File: config.mk
export PLATFORM = sky130hd
export DESIGN_NAME = eip_pulser
export DESIGN_NICKNAME = d
export VERILOG_FILES = /design/src/hdl/eip_pkg.sv /design/src/hdl/eip_pin_filter.sv /design/src/hdl/eip_pulser.sv
export VERILOG_INCLUDE_DIRS = /design/src /design/src/hdl
export SDC_FILE = /design/constraint.sdc
export NUM_CORES = 1
export LEC_CHECK = 0
export ABC_CLOCK_PERIOD_IN_PS = 2560
export BUFFER_PORTS_ARGS = -buffer_cell sky130_fd_sc_hd__clkbuf_2
export CORE_ASPECT_RATIO = 1.2
export CORE_MARGIN = 8
export CORE_UTILIZATION = 52
export CTS_CLUSTER_SIZE = 28
export DETAILED_ROUTE_END_ITERATION = 8
export PLACE_DENSITY = 0.8
export RECOVER_POWER = 25
export SLEW_MARGIN = 10
export SYNTH_ARGS = -nofsm -noshare
export SYNTH_HDL_FRONTEND = slang
export SYNTH_SLANG_ARGS = --single-unit
File: constraint.sdc
create_clock -name mclk -period 2.56 [get_ports mclk]
set_input_delay 0.384 -clock mclk [delete_from_list [all_inputs] [get_ports mclk]]
set_output_delay 0.384 -clock mclk [all_outputs]
set_load 0.02 [all_outputs]
File: src/hdl/eip_regs.svh
// Constants of the event interrupt pulser: timing counts and status field layout.
// Assumes a 100 MHz mclk; included by the package and the design modules.
`ifndef EIP_REGS_SVH
`define EIP_REGS_SVH

`define EIP_CLK_MHZ 100
`define EIP_PULSE_US 100
`define EIP_GAP_US 100
`define EIP_CFG_FLT_US 7
`define EIP_PULSE_CYC (`EIP_PULSE_US * `EIP_CLK_MHZ)
`define EIP_GAP_CYC (`EIP_GAP_US * `EIP_CLK_MHZ)
`define EIP_CFG_FLT_CYC (`EIP_CFG_FLT_US * `EIP_CLK_MHZ)
`define EIP_CNT_W 16
`define EIP_WAKE_W 8
`define EIP_FAIL_W 16
`define EIP_CLASS_WAKE 1'h0
`define EIP_CLASS_GLOBAL 1'h1
// Bit positions inside the failure status vector.
`define EIP_FB_SUPPLY_UV 0
`define EIP_FB_WATCHDOG 1
`define EIP_FB_SUPPLY_SHORT 2
`define EIP_FB_THERMAL_TWO 3
`define EIP_FB_FAIL_OUT 4
`define EIP_FB_POWER_ON 5
`define EIP_FB_DEV_STAT_LO 6
`define EIP_FB_DEV_STAT_HI 7
// Failures that may raise an interrupt: bits 15..8 only.
`define EIP_FAIL_IRQ_MASK 16'hff00

`endif

File: src/hdl/eip_pkg.sv
// Types shared by the event interrupt pulser modules.
// Assumes eip_regs.svh on the include path.
`include "eip_regs.svh"

package eip_pkg;

   typedef enum logic [4:0] {
      EIP_MODE_INIT = 5'h01,
      EIP_MODE_NORMAL = 5'h02,
      EIP_MODE_STOP = 5'h04,
      EIP_MODE_SLEEP = 5'h08,
      EIP_MODE_FAILSAFE = 5'h10
   } eip_mode_e;

   typedef enum logic [2:0] {
      EIP_ST_IDLE = 3'h1,
      EIP_ST_PULSE = 3'h2,
      EIP_ST_GAP = 3'h4
   } eip_fsm_e;

   typedef struct packed {
      logic [`EIP_WAKE_W-1:0] wake_first;
      logic [`EIP_WAKE_W-1:0] wake_second;
      logic [`EIP_FAIL_W-1:0] fail;
   } eip_stat_s;

   typedef struct packed {
      eip_fsm_e fsm;
      logic [`EIP_CNT_W-1:0] cnt;
      eip_stat_s pend;
      logic stop_req;
      eip_stat_s status;
      logic irq_n;
      logic oe;
   } eip_top_s;

   typedef struct packed {
      logic s1;
      logic s2;
      logic cand;
      logic [`EIP_CNT_W-1:0] cnt;
      logic level;
   } eip_flt_s;

endpackage

File: src/hdl/eip_pin_filter.sv
// Configuration select filter: synchronises the interrupt pin and accepts a level
// only after it has stood still for the filter time. Assumes an asynchronous pin.
`timescale 1ns/1ps
`include "eip_regs.svh"

module eip_pin_filter import eip_pkg::*; (
   input wire logic mclk,
   input wire logic reset,
   input wire logic clk_en,
   input wire logic pin_in,
   input wire logic enable,
   output logic level
);

   eip_flt_s st_ff;
   eip_flt_s nxt_st;

   // Only the second stage is looked at; the first one may be metastable.
   always_comb begin
      nxt_st = st_ff;
      nxt_st.s1 = pin_in;
      nxt_st.s2 = st_ff.s1;
      if (enable) begin
         if (st_ff.s2 != st_ff.cand) begin
            nxt_st.cand = st_ff.s2;
            nxt_st.cnt = `EIP_CNT_W'(`EIP_CFG_FLT_CYC - 1);
         end else if (st_ff.cnt != '0) begin
            nxt_st.cnt = st_ff.cnt - `EIP_CNT_W'(1);
         end else begin
            nxt_st.level = st_ff.cand;
         end
      end
   end

   always_ff @(posedge mclk) begin
      if (reset) begin
         st_ff <= '0;
      end else if (clk_en) begin
         st_ff <= nxt_st;
      end
   end

   assign level = st_ff.level;
endmodule

File: src/hdl/eip_pulser.sv
// Event interrupt pulser: collects wake and failure events, drives the active-low
// interrupt line as timed pulses and keeps the host-visible status flags.
// Assumes event inputs are one-cycle pulses on mclk and clears come from the SPI logic.
//
// How it works
// In normal and stop mode each interrupt is a low pulse of the pulse time, then released.
// After each pulse the line stays high for at least the minimum gap time.
// The block only reads the operating mode and has no way to change it.
// A class select input of 0 picks wake interrupts and 1 picks global ones.
// A wake event raises an interrupt only when its source is enabled for wake.
// Global class adds failure interrupts; pin level changes never interrupt.
// Undervoltage, watchdog, short, thermal two, fail output, power-on and device bits never interrupt.
// Commanding stop mode with wake status still set raises one more pulse.
// Pending flags are copied into the status outputs at the falling edge of a pulse.
// Status flags stay set until the host clears them, and the host must clear them.
// The host may read a cleared register again to confirm the event is gone.
// In init mode the line is an input whose filtered level selects the configuration.
// A condition during a pulse or gap is held and pulsed once the gap has elapsed.
`timescale 1ns/1ps
`include "eip_regs.svh"

module eip_pulser import eip_pkg::*; #(
   parameter int unsigned PULSE_CYC = `EIP_PULSE_CYC,
   parameter int unsigned GAP_CYC = `EIP_GAP_CYC
) (
   input wire logic mclk,
   input wire logic reset,
   input wire logic clk_en,
   input wire eip_mode_e mode,
   input wire logic int_class_select,
   input wire eip_stat_s event_in,
   input wire eip_stat_s wake_src_en,
   input wire logic stop_entry_cmd,
   input wire eip_stat_s status_clr,
   input wire logic irq_in,
   output logic irq_out_n,
   output logic irq_oe,
   output eip_stat_s status,
   output logic hw_config_sel
);

   eip_top_s st_ff;
   eip_top_s nxt_st;
   eip_stat_s ev;
   eip_stat_s kept;
   logic active;
   logic irq_req;
   logic wake_set;

   // Events are qualified first; only wake sources that are enabled count.
   always_comb begin
      ev.wake_first = event_in.wake_first & wake_src_en.wake_first;
      ev.wake_second = event_in.wake_second & wake_src_en.wake_second;
      ev.fail = event_in.fail;
      active = (mode == EIP_MODE_NORMAL) || (mode == EIP_MODE_STOP);
      wake_set = (|st_ff.status.wake_first) || (|st_ff.status.wake_second);
      // Excluded failures are stored but masked out of the request.
      irq_req = (|st_ff.pend.wake_first) || (|st_ff.pend.wake_second) || st_ff.stop_req
         || (int_class_select == `EIP_CLASS_GLOBAL
             && (|(st_ff.pend.fail & `EIP_FAIL_IRQ_MASK)));
      kept = eip_stat_s'(st_ff.status & ~status_clr);
   end

   // Pulse sequencer. Mode is never driven from here, so no interrupt changes it.
   always_comb begin
      nxt_st = st_ff;
      nxt_st.pend = eip_stat_s'(st_ff.pend | ev);
      nxt_st.status = kept;
      nxt_st.oe = (mode != EIP_MODE_INIT);
      if (stop_entry_cmd && wake_set) begin
         nxt_st.stop_req = 1'h1;
      end
      case (st_ff.fsm)
         EIP_ST_IDLE: begin
            nxt_st.irq_n = 1'h1;
            if (active && irq_req) begin
               nxt_st.fsm = EIP_ST_PULSE;
               nxt_st.cnt = `EIP_CNT_W'(PULSE_CYC - 1);
               nxt_st.irq_n = 1'h0;
               // Capture and clear share this edge; a set flag beats a clear.
               nxt_st.status = eip_stat_s'(kept | st_ff.pend);
               nxt_st.pend = ev;
               nxt_st.stop_req = stop_entry_cmd && wake_set;
            end
         end
         EIP_ST_PULSE: begin
            if (st_ff.cnt == '0 || !active) begin
               // Leaving normal or stop mode cuts the pulse but still keeps the gap.
               nxt_st.fsm = EIP_ST_GAP;
               nxt_st.cnt = `EIP_CNT_W'(GAP_CYC - 1);
               nxt_st.irq_n = 1'h1;
            end else begin
               nxt_st.cnt = st_ff.cnt - `EIP_CNT_W'(1);
            end
         end
         EIP_ST_GAP: begin
            if (st_ff.cnt == '0) begin
               nxt_st.fsm = EIP_ST_IDLE;
            end else begin
               nxt_st.cnt = st_ff.cnt - `EIP_CNT_W'(1);
            end
         end
         default: begin
            nxt_st.fsm = EIP_ST_IDLE;
            nxt_st.irq_n = 1'h1;
         end
      endcase
   end

   // State register; clk_en low freezes everything including the timers.
   always_ff @(posedge mclk) begin
      if (reset) begin
         st_ff <= '{fsm: EIP_ST_IDLE, irq_n: 1'h1, default: '0};
      end else if (clk_en) begin
         st_ff <= nxt_st;
      end
   end

   assign irq_out_n = st_ff.irq_n;
   assign irq_oe = st_ff.oe;
   assign status = st_ff.status;

   // The filter is enabled straight from the mode while irq_oe is registered, so its first samples in init mode still carry the driven level.
   eip_pin_filter u_cfg_filter (
      .mclk(mclk),
      .reset(reset),
      .clk_en(clk_en),
      .pin_in(irq_in),
      .enable(mode == EIP_MODE_INIT),
      .level(hw_config_sel)
   );

   // Helper counters of enabled cycles spent low and high, for the timing checks.
   logic [`EIP_CNT_W-1:0] low_cnt_ff;
   logic [`EIP_CNT_W-1:0] high_cnt_ff;
   logic seen_pulse_ff;
   always_ff @(posedge mclk) begin
      if (reset) begin
         low_cnt_ff <= '0;
         high_cnt_ff <= '0;
         seen_pulse_ff <= 1'h0;
      end else if (clk_en) begin
         low_cnt_ff <= st_ff.irq_n ? '0 : low_cnt_ff + `EIP_CNT_W'(1);
         if (!st_ff.irq_n) begin
            high_cnt_ff <= '0;
         end else if (high_cnt_ff != '1) begin
            // Saturates, so a long idle stretch never wraps into a false short gap.
            high_cnt_ff <= high_cnt_ff + `EIP_CNT_W'(1);
         end
         seen_pulse_ff <= seen_pulse_ff | ~st_ff.irq_n;
      end
   end

   // Status expected after a capture; kept as a signal so the check can look back at it.
   eip_stat_s capture_ref;
   assign capture_ref = eip_stat_s'((st_ff.status & ~status_clr) | st_ff.pend);
endmodule

==> results.toml <==
[run_status]
status = "finished clean"

[layout]
fillers = 803
n_antenna_cell = 0
num-nets-final = 759
layout-drive-gt1-share_pct = 20.06
area_delta_synth_final_pct = 14.88
fin_area_um2 = 5487
post-route-util_pct = 61.06
fin_cells = 773

[setup_path]
rr_startpoint = "st_ff[78]"
crit_arrival_ns = 2.64
worst_ep_required_time_ns = 2.83
timing.rr.end = "st_ff[68]"
critPathCaptureType = "flip-flop"
critical_path.slowest_cell = "or4_1"
rr_worst_depth = 6
critPathKind = "reg -> reg"
rrSetupSlack_ns = 0.19
cp-start-kind = "flip-flop"
worstPathCellList = "or4_1 -> nand4b_4 -> a211o_1 -> o31ai_1 -> nor2_1 -> a221oi_1"
cpPeakStageDelay_ns = 0.59
cp_max_fo = 6

[logic_synthesis]
synth_area_um2 = 4776
ys_seq_area_share_pct = 44.43
synth.avg_cell_area_um2 = 8.528
syn_nets = 671
synth_top_area_share_pct = 44.43
synth_edf_count = 0
synth_warnings = 0
yosysMostFrequentCell = "dfxtp_1"
yosys_most_used_dff = "dfxtp_1"
syn_inst = 560
yosys_register_bits = 106
ys_top_cells_by_count = "dfxtp_1, nor2_1, a22oi_1"
ys_async_sr_fraction_pct = 0
synth_area_leaders = "dfxtp_1, nor2_1, a22oi_1"
yosys.area.top_type = "dfxtp_1"
ys_types = 47

[clock_network]
clk_latency_ns = 0.36
numCtsBuffers = 9
post_cts.repair.setup_buffers = 0
clockBufferDepth = 2
clkSinkCount = 106
htreeDepth = 3
clkTransAtPathRegs_ns = 0.10
cts-root-buf = "clkbuf_8"
hold_buffers = 0
cts_tree = "yes"
post_cts_resized = 0

[sta]
finalMaxSlewViolations = 0
hold_violations = 0
slew_headroom_pct = 20.13
min_period_over_period_pct = 92.72
setup_viol = 0
holdWs_ns = 0.2556
setup_tns_ns = 0
fin_crit_ns = 2.374
rsz0062_at_grt = "false"
fmax_mhz = 421.3
max_slew.worst_pin.slew_ns = 1.198
fin_ws_ns = 0.1863
skew_ns = 0.008067

[global_route]
antenna_found_initial = 0
grt_pass1_wl_um = 20890
first_global_vias = 4523
grt.overflow.total = 0
grt.total_usage_pct = 20.51
grt_max_degree = 68

[min_path]
hp-class = "in -> reg"
hold_path_depth = 3
min_delay_worst_endpoint = "u_cfg_filter.nxt_st[18]"
min_from = "irq_in"

[detailed_routing]
drt-initial-drc-count = 298
drc = 0
wl_um = 12770
ant_nets = 0
wl_per_cell_um = 16.52
vias = 4543
first_pass_iters = 6
viasPerCell = 5.877

[power]
switching_share_pct = 25.79
intPower_mw = 2.353
cellLeakagePower_nw = 2.196
finalPower_mw = 3.171
power.density_nw_per_um2 = 577.9
clkPwrFrac_pct = 32.6
power_frac_seq_pct = 54.7
peakVddDrop_v = 0.0003674
switching_power_mw = 0.8176
power_frac_comb_pct = 12.7

[floorplanning]
core_area_um2 = 8986
design.die.area_um2 = 12520
ioPinCount = 142
die_h_um = 121.0
start_util_pct = 53.15
die_w_um = 103.5
num_rows = 38

[placement]
hpwl_um = 9245
dpl_cell_area_um2 = 5333
placed_cells = 757
io_buffers = 125
post-place-ws_ns = 0.1235
gp_congestion = 0.8744

[job]
maxCapViolCount = 0
[cell usage in the layout, fill, tap and decap left out, types with 3 or more instances in the layout]
cell	netlist	layout
and3_1	3	3
nor2_1	98	98
xor2_1	15	15
nor4_1	16	16
a221oi_1	3	3
ha_1	4	4
nand3_1	12	12
mux2i_1	4	4
a32o_1	4	4
nor3_1	9	8
o21ai_0	16	16
xnor2_1	5	5
nand4_1	6	6
a22oi_1	48	48
nand2_1	47	47
or3_1	4	4
nand2b_1	5	5
dfxtp_1	106	106
a31oi_1	5	5
clkbuf_2	0	93
inv_1	8	8
and2_1	3	3
clkbuf_8	0	10
nor3b_1	4	4
a21oi_1	22	22
clkbuf_1	32	34
buf_4	32	16
a32oi_1	17	17
or4_1	4	4
nand4b_1	4	4
[sequential cells by signal, indices dropped and copies added (netlist names)]
name                 flops
u_cfg_filter.level       1
status                  32
u_cfg_filter.st_ff      18
irq_oe                   1
u_cfg_filter.nxt_st      1
irq_out_n                1
st_ff                   52
[power by group through the flow]
stage	combinational, mW	clock (mW)	sequential, mW
2_1_floorplan	0.249	0	1.76
3_3_place_gp	0.382	0	1.77
3_5_place_dp	0.393	0	1.77
4_1_cts	0.399	1.05	1.73
5_1_grt	0.441	1.12	1.74
6_report	0.402	1.03	1.74
[worst max-delay path by stage]
stage | startpoint | endpoint | slack (ns) | cells after the start
finish | st_ff[78] | st_ff[68] | 0.19 | 6
CTS | st_ff[78] | st_ff[68] | 0.20 | 6
global route | u_cfg_filter.st_ff[1] | u_cfg_filter.st_ff[10] | 0.01 | 8
detailed placement | mode[0] | st_ff[68] | 0.12 | 6
global placement | mode[0] | st_ff[78] | 0.21 | 6
floorplan | mode[0] | st_ff[79] | 0.34 | 7
[routing by layer]
metal	global-route usage [%]	wire length, um	vias to the layer above
met5	0	0	-
met4	9.338	364	0
met3	4.305	778	34
met2	33.73	6376	193
met1	24.80	5252	2153
li1	-	-	2163
[worst max-delay path: cells and delay by family (launching register included)]
kind | cells | cell delay [ns]
flops | 1 | 0.33
compound gates | 3 | 0.84
simple gates | 3 | 1.11
[logic make-up (layout without fill, tap and decap cells)]
family | count (synthesis) | in the layout | share of synthesized area, %
flops | 106 | 106 | 44.43
simple gates | 224 | 224 | 22.43
xor+xnor | 20 | 20 | 3.668
fa+ha+maj | 4 | 4 | 1.048
compound gates | 129 | 129 | 19.34
buf+inv | 73 | 166 | 8.253
mux | 4 | 4 | 0.8384
[layout make-up]
cell class / count / area, um^2 / share of cell area (%)
inverter: 8 / 30.03 / 0.5473
timing repair buffer: 142 / 725.7 / 13.23
tap: 120 / 150.1 / 2.737
clock buffer: 12 / 145.1 / 2.645
sequential: 106 / 2122 / 38.68
clock inverter: 4 / 48.80 / 0.8894
multi-input combinational: 381 / 2265 / 41.28
Note: power is estimated with default switching activity, not from simulation.
